===== src/hw/dpio_defines.vh =====
// constants for the two-port pin function block
`ifndef DPIO_DEFINES_VH
`define DPIO_DEFINES_VH

// ------------------------------------------------------------
// register word index (byte address is index times four)
// ------------------------------------------------------------
`define DPIO_IDX_DIR_A      3'd0
`define DPIO_IDX_DATA_A     3'd1
`define DPIO_IDX_FSEL_A     3'd2
`define DPIO_IDX_PULLUP_A   3'd3
`define DPIO_IDX_DIR_B      3'd4
`define DPIO_IDX_DATA_B     3'd5
`define DPIO_IDX_SBUS_CTRL  3'd6
`define DPIO_IDX_TIMER_SEL  3'd7

// ------------------------------------------------------------
// field positions
// ------------------------------------------------------------
`define DPIO_FSEL_OD7       7
`define DPIO_FSEL_OD6       6
`define DPIO_SBUS_ON_BIT    0
`define DPIO_TS_DIS_D       0
`define DPIO_TS_DIS_C       1
`define DPIO_TS_COMBO_HI    3
`define DPIO_TS_COMBO_LO    2
`define DPIO_TS_PWM_D       4
`define DPIO_TS_PWM_C       5
`define DPIO_TS_IOD_HI      8
`define DPIO_TS_IOD_LO      6
`define DPIO_TS_IOC_HI      11
`define DPIO_TS_IOC_LO      9
`define DPIO_PULLUP_MASK    8'h3f

// ------------------------------------------------------------
// reset values and fixed answers
// ------------------------------------------------------------
`define DPIO_RST_BYTE       8'h00
`define DPIO_RST_TIMER_SEL  12'h003
`define DPIO_WO_READ        32'h0000_0000
`define DPIO_RESP_OKAY      2'b00
`define DPIO_RESP_SLVERR    2'b10

`endif


===== src/hw/dpio_pin_cell.v =====
// one pin: general or alternate drive, open drain and pull-up
`timescale 1ns/1ps
`default_nettype none
module dpio_pin_cell (
  input  wire sys_clk,
  input  wire sys_rst,
  input  wire dir,
  input  wire data,
  input  wire od_sel,
  input  wire alt_on,
  input  wire alt_drive,
  input  wire alt_od,
  input  wire alt_data,
  input  wire pullup_req,
  output reg  pin_out,
  output reg  pin_oe,
  output reg  pullup_on
);
  wire drive_w;
  wire val_w;
  wire od_w;

  // alternate function overrides direction and data
  assign drive_w = alt_on ? alt_drive : dir;
  assign val_w   = alt_on ? alt_data : data;
  assign od_w    = alt_on ? alt_od : od_sel;

  // registered pad controls; open drain only ever pulls low
  always @(posedge sys_clk or posedge sys_rst) begin
    if (sys_rst) begin
      pin_out   <= 1'b0;
      pin_oe    <= 1'b0;
      pullup_on <= 1'b0;
    end else begin
      pin_out   <= od_w ? 1'b0 : val_w;
      pin_oe    <= drive_w & (~od_w | ~val_w);
      pullup_on <= pullup_req & ~alt_on & ~dir;
    end
  end
endmodule // dpio_pin_cell
`default_nettype wire


===== src/hw/dpio_top.v =====
// two 8-bit pin ports with alternate functions behind an axi4-lite slave
`timescale 1ns/1ps
`default_nettype none
`include "dpio_defines.vh"
module dpio_top #(
  parameter ADDR_W = 12
) (
  input  wire              sys_clk,
  input  wire              sys_rst,
  // axi4-lite slave
  input  wire [ADDR_W-1:0] s_axi_awaddr,
  input  wire              s_axi_awvalid,
  output reg               s_axi_awready,
  input  wire [31:0]       s_axi_wdata,
  input  wire [3:0]        s_axi_wstrb,
  input  wire              s_axi_wvalid,
  output reg               s_axi_wready,
  output reg  [1:0]        s_axi_bresp,
  output reg               s_axi_bvalid,
  input  wire              s_axi_bready,
  input  wire [ADDR_W-1:0] s_axi_araddr,
  input  wire              s_axi_arvalid,
  output reg               s_axi_arready,
  output reg  [31:0]       s_axi_rdata,
  output reg  [1:0]        s_axi_rresp,
  output reg               s_axi_rvalid,
  input  wire              s_axi_rready,
  // port a pads
  input  wire [7:0]        pa_in,
  output wire [7:0]        pa_out,
  output wire [7:0]        pa_oe,
  output wire [7:0]        pa_pullup,
  // port b pads
  input  wire [7:0]        pb_in,
  output wire [7:0]        pb_out,
  output wire [7:0]        pb_oe,
  // serial bus unit: drive values 0 pull the line low
  input  wire              sbus_clk_drive,
  input  wire              sbus_data_drive,
  output reg               sbus_clk_in,
  output reg               sbus_data_in,
  // wake-up and converter trigger
  output reg  [5:0]        wakeup_in,
  output reg               converter_trigger_in,
  // timer channel lines and the serial bus enable status
  input  wire              timer_line_d_ch1_out,
  input  wire              timer_line_c_ch1_out,
  output reg               timer_line_d_ch1_in,
  output reg               timer_line_c_ch1_in,
  output reg               sbus_iface_on_out
);

  // ------------------------------------------------------------
  // register map, one 32-bit word each, low byte used except timer select (12 bits)
  // ------------------------------------------------------------
  // 0x00 port-a direction, write-only, reads as zero
  // 0x04 port-a data: stored bit if output, live pin if input
  // 0x08 port-a function select: 7,6 open drain, 5..0 wake-up
  // 0x0c port-a pull-up enable, bits 5..0; bits 7,6 read zero
  // 0x10 port-b direction, write-only, reads as zero
  // 0x14 port-b data: stored bit if output, live pin if input
  // 0x18 serial bus control, bit 0 hands pins 7,6 to the bus
  // 0x1c timer select, needs byte lanes 0 and 1:
  //      bit 0 / 1   output disable, channel d / c
  //      bits 3:2    combination mode
  //      bit 4 / 5   pwm select, channel d / c
  //      bits 8:6    i/o control, channel d
  //      bits 11:9   i/o control, channel c
  // unmapped words answer slverr and reads return zero
  //
  // limitations: every register change reaches the pads one
  // clock later, because each pad control is registered so
  // the pads never see decode glitches; the serial bus and
  // wake-up lines take the raw pad level, so the units behind
  // them must filter glitches themselves
  //
  // data reads follow the direction bit only, not ownership:
  // a pin lent to a unit still reads as its direction says

  // ------------------------------------------------------------
  // registers
  // ------------------------------------------------------------
  reg  [7:0]        pin_direction_a_r;
  reg  [7:0]        pin_output_data_a_r;
  reg  [7:0]        pin_function_select_a_r;
  reg  [5:0]        input_pullup_enable_a_r;
  reg  [7:0]        pin_direction_b_r;
  reg  [7:0]        pin_output_data_b_r;
  reg               serial_bus_iface_on_r;
  reg  [11:0]       timer_sel_r;

  reg  [ADDR_W-1:0] aw_addr_r;
  reg  [31:0]       wdata_r;
  reg  [3:0]        wstrb_r;
  reg               aw_got_r;
  reg               w_got_r;

  wire              wr_fire;
  wire              wr_hit;
  wire [2:0]        wr_idx;
  wire              rd_hit;
  wire [2:0]        rd_idx;
  reg  [31:0]       rd_nxt;

  // word decode; anything at or above 0x20 is unmapped
  assign wr_idx  = aw_addr_r[4:2];
  assign wr_hit  = (aw_addr_r[ADDR_W-1:5] == {(ADDR_W-5){1'b0}});
  assign rd_idx  = s_axi_araddr[4:2];
  assign rd_hit  = (s_axi_araddr[ADDR_W-1:5] == {(ADDR_W-5){1'b0}});
  assign wr_fire = aw_got_r & w_got_r & ~s_axi_bvalid;

  // ------------------------------------------------------------
  // axi write channel: address and data taken in any order
  // ------------------------------------------------------------
  always @(posedge sys_clk or posedge sys_rst) begin
    if (sys_rst) begin
      s_axi_awready <= 1'b1;
      s_axi_wready  <= 1'b1;
      s_axi_bvalid  <= 1'b0;
      s_axi_bresp   <= `DPIO_RESP_OKAY;
      aw_addr_r     <= {ADDR_W{1'b0}};
      wdata_r       <= 32'h0000_0000;
      wstrb_r       <= 4'h0;
      aw_got_r      <= 1'b0;
      w_got_r       <= 1'b0;
    end else begin
      if (s_axi_awvalid && s_axi_awready) begin
        aw_addr_r     <= s_axi_awaddr;
        aw_got_r      <= 1'b1;
        s_axi_awready <= 1'b0;
      end
      if (s_axi_wvalid && s_axi_wready) begin
        wdata_r      <= s_axi_wdata;
        wstrb_r      <= s_axi_wstrb;
        w_got_r      <= 1'b1;
        s_axi_wready <= 1'b0;
      end
      if (wr_fire) begin
        s_axi_bvalid <= 1'b1;
        s_axi_bresp  <= wr_hit ? `DPIO_RESP_OKAY : `DPIO_RESP_SLVERR;
        aw_got_r     <= 1'b0;
        w_got_r      <= 1'b0;
      end
      // one write at a time: ready again only after the response is taken
      if (s_axi_bvalid && s_axi_bready) begin
        s_axi_bvalid  <= 1'b0;
        s_axi_awready <= 1'b1;
        s_axi_wready  <= 1'b1;
      end
    end
  end

  // ------------------------------------------------------------
  // register writes, byte lane 0 (and lane 1 for timer select)
  // ------------------------------------------------------------
  always @(posedge sys_clk or posedge sys_rst) begin
    if (sys_rst) begin
      pin_direction_a_r       <= `DPIO_RST_BYTE;
      pin_output_data_a_r     <= `DPIO_RST_BYTE;
      pin_function_select_a_r <= `DPIO_RST_BYTE;
      input_pullup_enable_a_r <= 6'h00;
      pin_direction_b_r       <= `DPIO_RST_BYTE;
      pin_output_data_b_r     <= `DPIO_RST_BYTE;
      serial_bus_iface_on_r   <= 1'b0;
      timer_sel_r             <= `DPIO_RST_TIMER_SEL;
    end else if (wr_fire && wr_hit) begin
      if (wstrb_r[0]) begin
        case (wr_idx)
          `DPIO_IDX_DIR_A:     pin_direction_a_r       <= wdata_r[7:0];
          `DPIO_IDX_DATA_A:    pin_output_data_a_r     <= wdata_r[7:0];
          `DPIO_IDX_FSEL_A:    pin_function_select_a_r <= wdata_r[7:0];
          `DPIO_IDX_PULLUP_A:  input_pullup_enable_a_r <= wdata_r[5:0];
          `DPIO_IDX_DIR_B:     pin_direction_b_r       <= wdata_r[7:0];
          `DPIO_IDX_DATA_B:    pin_output_data_b_r     <= wdata_r[7:0];
          `DPIO_IDX_SBUS_CTRL: serial_bus_iface_on_r   <= wdata_r[`DPIO_SBUS_ON_BIT];
          `DPIO_IDX_TIMER_SEL: timer_sel_r[7:0]        <= wdata_r[7:0];
          default: begin
          end
        endcase
      end
      if (wstrb_r[1] && wr_idx == `DPIO_IDX_TIMER_SEL) begin
        timer_sel_r[11:8] <= wdata_r[11:8];
      end
    end
  end

  // ------------------------------------------------------------
  // read data selection
  // ------------------------------------------------------------
  always @* begin
    rd_nxt = 32'h0000_0000;
    case (rd_idx)
      `DPIO_IDX_DIR_A:     rd_nxt = `DPIO_WO_READ;
      `DPIO_IDX_DATA_A:    rd_nxt = {24'h000000, (pin_direction_a_r & pin_output_data_a_r) |
                                                 (~pin_direction_a_r & pa_in)};
      `DPIO_IDX_FSEL_A:    rd_nxt = {24'h000000, pin_function_select_a_r};
      `DPIO_IDX_PULLUP_A:  rd_nxt = {26'h0000000, input_pullup_enable_a_r};
      `DPIO_IDX_DIR_B:     rd_nxt = `DPIO_WO_READ;
      `DPIO_IDX_DATA_B:    rd_nxt = {24'h000000, (pin_direction_b_r & pin_output_data_b_r) |
                                                 (~pin_direction_b_r & pb_in)};
      `DPIO_IDX_SBUS_CTRL: rd_nxt = {31'h00000000, serial_bus_iface_on_r};
      `DPIO_IDX_TIMER_SEL: rd_nxt = {20'h00000, timer_sel_r};
      default:             rd_nxt = 32'h0000_0000;
    endcase
  end

  // ------------------------------------------------------------
  // axi read channel: answer one cycle after the address is taken
  // ------------------------------------------------------------
  always @(posedge sys_clk or posedge sys_rst) begin
    if (sys_rst) begin
      s_axi_arready <= 1'b1;
      s_axi_rvalid  <= 1'b0;
      s_axi_rdata   <= 32'h0000_0000;
      s_axi_rresp   <= `DPIO_RESP_OKAY;
    end else begin
      if (s_axi_arvalid && s_axi_arready) begin
        s_axi_arready <= 1'b0;
        s_axi_rvalid  <= 1'b1;
        s_axi_rdata   <= rd_hit ? rd_nxt : 32'h0000_0000;
        s_axi_rresp   <= rd_hit ? `DPIO_RESP_OKAY : `DPIO_RESP_SLVERR;
      end
      if (s_axi_rvalid && s_axi_rready) begin
        s_axi_rvalid  <= 1'b0;
        s_axi_arready <= 1'b1;
      end
    end
  end

  // ------------------------------------------------------------
  // timer ownership of port-b pins 7 and 6
  // ------------------------------------------------------------
  wire       combo_zero;
  wire [2:0] io_d;
  wire [2:0] io_c;
  wire       timer_owns_d;
  wire       timer_owns_c;

  assign combo_zero = (timer_sel_r[`DPIO_TS_COMBO_HI:`DPIO_TS_COMBO_LO] == 2'b00);
  assign io_d       = timer_sel_r[`DPIO_TS_IOD_HI:`DPIO_TS_IOD_LO];
  assign io_c       = timer_sel_r[`DPIO_TS_IOC_HI:`DPIO_TS_IOC_LO];

  // timer drives the pin when its disable bit (0 for d, 1 for c) is clear and its mode drives output
  assign timer_owns_d = ~timer_sel_r[`DPIO_TS_DIS_D] &
                        ((combo_zero & ~timer_sel_r[`DPIO_TS_PWM_D] &
                          (io_d == 3'b001 || io_d[2:1] == 2'b01)) |
                         timer_sel_r[`DPIO_TS_PWM_D] | ~combo_zero);
  assign timer_owns_c = ~timer_sel_r[`DPIO_TS_DIS_C] &
                        ((combo_zero & ~timer_sel_r[`DPIO_TS_PWM_C] &
                          (io_c == 3'b001 || io_c[2:1] == 2'b01)) |
                         timer_sel_r[`DPIO_TS_PWM_C] | ~combo_zero);

  // ------------------------------------------------------------
  // alternate-function selection per pin
  // ------------------------------------------------------------
  wire [7:0] a_alt_on;
  wire [7:0] a_alt_drive;
  wire [7:0] a_alt_data;
  wire [7:0] b_alt_on;
  wire [7:0] b_alt_data;

  // serial bus takes pins 7 and 6 as open drain
  // wake-up select turns pins 5..0 into plain inputs
  assign a_alt_on    = {{2{serial_bus_iface_on_r}}, pin_function_select_a_r[5:0]};
  assign a_alt_drive = {2'b11, 6'h00};
  assign a_alt_data  = {sbus_clk_drive, sbus_data_drive, 6'h00};
  // without timer ownership the pin stays a general port pin
  assign b_alt_on    = {timer_owns_d, timer_owns_c, 6'h00};
  assign b_alt_data  = {timer_line_d_ch1_out, timer_line_c_ch1_out, 6'h00};

  // ------------------------------------------------------------
  // pin cells
  // ------------------------------------------------------------
  genvar gi;
  generate
    for (gi = 0; gi < 8; gi = gi + 1) begin : g_pin
      dpio_pin_cell u_a (
        .sys_clk    (sys_clk),
        .sys_rst    (sys_rst),
        .dir        (pin_direction_a_r[gi]),
        .data       (pin_output_data_a_r[gi]),
        .od_sel     ((gi >= 6) ? pin_function_select_a_r[gi] : 1'b0),
        .alt_on     (a_alt_on[gi]),
        .alt_drive  (a_alt_drive[gi]),
        .alt_od     (1'b1),
        .alt_data   (a_alt_data[gi]),
        .pullup_req ((gi < 6) ? input_pullup_enable_a_r[gi % 6] : 1'b0),
        .pin_out    (pa_out[gi]),
        .pin_oe     (pa_oe[gi]),
        .pullup_on  (pa_pullup[gi])
      );
      // port-b pin, timer lines are push-pull
      dpio_pin_cell u_b (
        .sys_clk    (sys_clk),
        .sys_rst    (sys_rst),
        .dir        (pin_direction_b_r[gi]),
        .data       (pin_output_data_b_r[gi]),
        .od_sel     (1'b0),
        .alt_on     (b_alt_on[gi]),
        .alt_drive  (1'b1),
        .alt_od     (1'b0),
        .alt_data   (b_alt_data[gi]),
        .pullup_req (1'b0),
        .pin_out    (pb_out[gi]),
        .pin_oe     (pb_oe[gi]),
        .pullup_on  ()
      );
    end
  endgenerate

  // ------------------------------------------------------------
  // inputs handed to the other units, registered
  // ------------------------------------------------------------
  always @(posedge sys_clk or posedge sys_rst) begin
    if (sys_rst) begin
      sbus_clk_in          <= 1'b1;
      sbus_data_in         <= 1'b1;
      wakeup_in            <= 6'h00;
      converter_trigger_in <= 1'b0;
      timer_line_d_ch1_in  <= 1'b0;
      timer_line_c_ch1_in  <= 1'b0;
      sbus_iface_on_out    <= 1'b0;
    end else begin
      // idle-high bus lines when the serial unit does not own the pins
      sbus_clk_in          <= serial_bus_iface_on_r ? pa_in[7] : 1'b1;
      sbus_data_in         <= serial_bus_iface_on_r ? pa_in[6] : 1'b1;
      wakeup_in            <= pa_in[5:0] & pin_function_select_a_r[5:0];
      converter_trigger_in <= pa_in[5] & pin_function_select_a_r[5];
      // capture sees the pin while general
      timer_line_d_ch1_in  <= pb_in[7] & ~timer_owns_d;
      timer_line_c_ch1_in  <= pb_in[6] & ~timer_owns_c;
      sbus_iface_on_out    <= serial_bus_iface_on_r;
    end
  end

endmodule // dpio_top
`default_nettype wire


===== config.mk =====
export PLATFORM = sky130hd
export DESIGN_NAME = dpio_top
export DESIGN_NICKNAME = d
export VERILOG_FILES = /design/src/hw/dpio_pin_cell.v /design/src/hw/dpio_top.v
export VERILOG_INCLUDE_DIRS = /design/src /design/src/hw
export SDC_FILE = /design/constraint.sdc
export NUM_CORES = 1
export LEC_CHECK = 0
export BUFFER_PORTS_ARGS = -buffer_cell sky130_fd_sc_hd__buf_2
export CAP_MARGIN = 40
export CORE_ASPECT_RATIO = 0.8
export CORE_MARGIN = 8
export CORE_UTILIZATION = 45
export DETAILED_ROUTE_END_ITERATION = 16
export GPL_TIMING_DRIVEN = 0
export PLACE_DENSITY = 0.82
export SYNTH_ARGS = -nofsm -noshare
export SYNTH_HDL_FRONTEND = slang
export SYNTH_SLANG_ARGS = --single-unit

===== constraint.sdc =====
create_clock -name sys_clk -period 8.4 [get_ports sys_clk]
set_input_delay 2.52 -clock sys_clk [delete_from_list [all_inputs] [get_ports sys_clk]]
set_output_delay 2.52 -clock sys_clk [all_outputs]
set_load 0.03 [all_outputs]

Word level (Yosys, flattened, before mapping)

Cells that the tools add are included.
Widths: inputs -> output; s select.

Equal/unequal tests: 18
Multiplexer cells: 56
Bitwise logic cells: 88
Reduce and logical (&&, ||, !) cells: 30

Operators by type and width:

| kind               | number |
|---|---|
| $pmux 32 s7        | 1 |
| $mux 1             | 52 |
| $not 1->1          | 36 |
| $and 8x8->8        | 4 |
| $mux 32            | 1 |
| $and 1x1->1        | 31 |
| $eq 3x3->1 const B | 8 |
| $reduce_and 3->1   | 8 |
| $not 8->8          | 2 |
| $or 8x8->8         | 2 |
| $logic_not 7->1    | 2 |
| $eq 3x1->1 const B | 4 |
| $eq 3x2->1 const B | 4 |
| $or 1x1->1         | 12 |
| $reduce_bool 2->1  | 6 |
| $logic_and 1x1->1  | 7 |
| $and 6x6->6        | 1 |
| $logic_not 3->1    | 2 |
| $eq 2x1->1 const B | 2 |
| $mux 2             | 2 |
| $logic_not 2->1    | 1 |
| $logic_or 1x1->1   | 2 |
| $reduce_and 2->1   | 1 |
| $reduce_or 2->1    | 1 |

Register bits after elaboration: 178
Bits of input ports: 87

Depth between registers and ports, before layout

Word-level depth: 8
Mapped depth: 7

Modules after synthesis

Synthesis repeated with hierarchy kept, for this count alone.

Cells, all modules: 564
Area total of the unflattened synthesis: 7123.1 sq um

Modules (own cells, without submodules):

| module        | instances | cells each | area an instance (sq um) | seq. area each (sq um) |
|---|---|---|---|---|
| dpio_top      | 1         | 372        | 5101.1                   | 2886.5 |
| dpio_pin_cell | 16        | 12         | 126.4                    | 75.1 |

Worst setup path after synthesis

OpenSTA, ideal clock, no wires.

Path type: input-to-reg
From: input port s_axi_araddr[4]
To: register s_axi_rdata[2]
Setup time: 0.121 ns
Arrival: 3.700 ns
Required time: 8.279 ns
Path slack: 4.579 ns
Stages on the path: 5
Buffers on the path: 2
Cells stage by stage: clkbuf_1 > clkbuf_1 > a21oi_1 > a311o_1 > a22o_1

Longest elaborated chain between the ends: 4
Elaborated cells on any way between the ends: 11

RTL lines:

| what                                          | RTL line       | source |
|---|---|---|
| start: declaration                            | dpio_top.v:21  | `input wire [ADDR_W-1:0] s_axi_araddr,` |
| $eq 3x3->1 or $logic_not 3->1 (tied branches) | dpio_top.v:192 | `case (rd_idx)` |
| $reduce_or 2->1 (no line)                     | -              |  |
| $pmux 32 s7 *                                 | dpio_top.v:192 |  |
| $mux 32 *                                     | dpio_top.v:220 | `s_axi_rdata <= rd_hit ? rd_nxt : 32'h0000_0000;` |
| end signal: assignment                        | dpio_top.v:220 |  |
| end: declaration                              | dpio_top.v:24  | `output reg [31:0] s_axi_rdata,` |

Mark *: on every way between the ends. The rest lies on a longest branch, timed or not. The select of a mux whose other input is x is not followed.
A chain may end at the register's enable or synchronous reset.

Final worst setup path

From: input port s_axi_araddr[4]
To: register s_axi_rdata[0]

Same word-level chain as after synthesis.

==> reports/results.ini <==
[sta]
period_share=0.463
finalSetupViolCount=0
setup_slack_ns=4.51
report.final.hold_viol_count=0
finalClockSkew_ns=0.00716
relSlewSlack=0.481
fmax_ghz=0.257
fin_crit_ns=3.89
setup_tns_ns=0
rsz0062_at_grt=false
worstMarginPinSlew_ns=0.775
finalMaxSlewViolations=0

[finish]
final_common_cell=dfrtp_1
drive_gt1_frac=0.492
n_antenna_cell=0
layout_common_cells=dfrtp_1 (146), buf_2 (129), mux2_2 (85)
final_area_sq_um=8110
regArea_sq_um=3840
syn2layout_area_growth_pct=25.3
multi_input_area_sq_um=2160
n_fill_cell=1167
fin_nets=741

[placed_design]
portBuffers=128
dp_hpwl_um=10800
post_dp_cell_area_sq_um=7460
pre_cts_ws_ns=4.18
gp_congestion=0.804

[route]
vias_per_cell=4.92
wl_met1_um=6410
dr.pass1.iters=4
wl_met3_um=1220
dr_wl_met2_um=7200
wire_per_inst_um=17.6
drt_wl_total_um=15000
num_vias=4185
drtAntennaViolNets=0
top_layer_used=met5
drt_iter0_drc=210
drc=0

[clock_network]
clkTransAtPathRegs_ns=0.06
cts_hold_buffers=0
cts.repair.resized=0
cts.htree.levels=4
root_buffer=clkbuf_16
clk_latency_ns=0.42
tritoncts=built
cts_buffer_depth=2
clkSinkCount=153
cts_setup_buffers=0
numCtsBuffers=17

[floorplan]
chipWidth_um=150
row_count=39
initial_core_util=0.457
die_h_um=123
dieArea_sq_um=18500
core_area_sq_um=14200
ioPinCount=180

[worst_setup_path]
cp-endpoint=s_axi_rdata[0]
cp.arrival_ns=4.19
cp_cell_sequence=clkbuf_1, clkbuf_1, nor2_1, a21oi_1, a22o_1
worstRegToRegCells=6
cp_num_cells=5
critical_path_class=input pin to flop
worstPathMaxFanout=10
cp_top_family=simple AND/OR/NAND/NOR gates
slowest_delay_ns=0.68
regToRegEndpoint=timer_sel_r[4]
start_kind=input pin
path_common_cell=clkbuf_1
crit_slowest_cell=nor2_1
end_kind=flop
rr_startpoint=s_axi_bvalid
crit_path_start=s_axi_araddr[4]
cp_num_buf_inv=2
cp.required_ns=8.70
r2r_setup_slack_ns=6.27

[global_route]
antenna_found_initial=1
grt_pass1_vias=4378
gr-total-overflow=0
grt_usage=0.169
grt_pass1_wl_um=23500
grt_max_degree=94

[status]
outcome=completed

[power_and_ir_drop]
vdd_drop_max_mv=0.180
p_leak_nw=4.32
fin_total_pwr_w=0.00205
powerDensity_nw_per_um2=252

[synth]
ys_warn_count=0
netlist_area_sq_um=6470
synthFlopType=dfrtp_1
synthCells=483
ys_async_sr_fraction=1.00
synth_edf_count=0
yosysSeqAreaShare=0.593
synth-seq-cells=153
synth_cell_types=39
syn_area_per_cell_sq_um=13.4

[flow_run]
cap_violations=0

[hold_path]
hp-class=flop to flop

## worst min-delay path by stage
stage | from | end | slack [ns] | cells past startpoint
floorplan | serial_bus_iface_on_r | sbus_iface_on_out | 0.35 | 0
global placement | serial_bus_iface_on_r | sbus_iface_on_out | 0.36 | 0
detailed placement | serial_bus_iface_on_r | sbus_iface_on_out | 0.37 | 0
CTS | serial_bus_iface_on_r | sbus_iface_on_out | 0.38 | 0
global route | serial_bus_iface_on_r | sbus_iface_on_out | 0.40 | 0
finish | serial_bus_iface_on_r | sbus_iface_on_out | 0.37 | 0
## synth_stat cells (6+ instances only)
| cell type | instances | share of area |
|---|---|---|
| dfstp_2 | 7 | 0.028 |
| mux2_2 | 85 | 0.15 |
| nor2b_1 | 16 | 0.015 |
| a21oi_1 | 19 | 0.015 |
| and2_1 | 7 | 0.0068 |
| a22o_1 | 11 | 0.015 |
| buf_4 | 64 | 0.074 |
| nand2_1 | 18 | 0.010 |
| nor3b_1 | 6 | 0.0070 |
| mux2i_1 | 24 | 0.037 |
| o21ai_0 | 8 | 0.0062 |
| nor2_1 | 12 | 0.0070 |
| clkbuf_1 | 6 | 0.0035 |
| nor3_1 | 7 | 0.0054 |
| dfrtp_1 | 146 | 0.56 |
| inv_1 | 10 | 0.0058 |
## layer usage
layer,track usage,vias up
met1,0.206,2085
met2,0.271,138
met3,0.0655,12
met4,0.0555,2
met5,0,-
li1,-,1948
## kinds of logic (layout without fill, tap and decap cells)
| logic type | count (synthesis) | count (layout) | share of synthesized area |
|---|---|---|---|
| simple gates | 85 | 85 | 0.0808 |
| buf+inv | 83 | 244 | 0.0866 |
| other cells | 1 | 24 | 0.000579 |
| mux | 109 | 109 | 0.185 |
| compound gates | 52 | 52 | 0.0543 |
| flops | 153 | 153 | 0.593 |
## final cells by class
| cell class | instances | share of cell area |
|---|---|---|
| Tap cell | 184 | 0.0284 |
| Buffer | 73 | 0.0645 |
| Clock buffer | 22 | 0.0597 |
| Clock inverter | 10 | 0.0202 |
| Timing Repair Buffer | 129 | 0.0824 |
| Multi-Input combinational cell | 270 | 0.267 |
| Inverter | 10 | 0.00524 |
| Sequential cell | 153 | 0.473 |
## report_power, final
part | switching [W] | total, W | internal, W | leakage (nW)
Sequential | 0.0000945 | 0.000927 | 0.000833 | 2.04
Combinational | 0.000165 | 0.000298 | 0.000133 | 1.97
Clock | 0.000292 | 0.000821 | 0.000529 | 0.305
## registers in the layout, indices dropped and copies added (netlist names), 8 cells and up
signal,count
aw_addr_r,10
g_pin.u_a.pin_oe,8
g_pin.u_a.pin_out,8
g_pin.u_b.pin_oe,8
g_pin.u_b.pin_out,8
pin_direction_a_r,8
pin_direction_b_r,8
pin_function_select_a_r,8
pin_output_data_a_r,8
pin_output_data_b_r,8
s_axi_rdata,12
timer_sel_r,12
wdata_r,12
## per-stage QoR
step | hold slack, ns | std cells | util
6_report | 0.373 | 851 | 0.573
5_1_grt | 0.399 | 851 | 0.573
4_1_cts | 0.379 | 851 | 0.573
3_5_place_dp | 0.366 | 819 | 0.527
3_3_place_gp | 0.365 | 818 | 0.525
2_1_floorplan | 0.352 | 506 | -
Note: power is estimated with default switching activity, not from simulation.
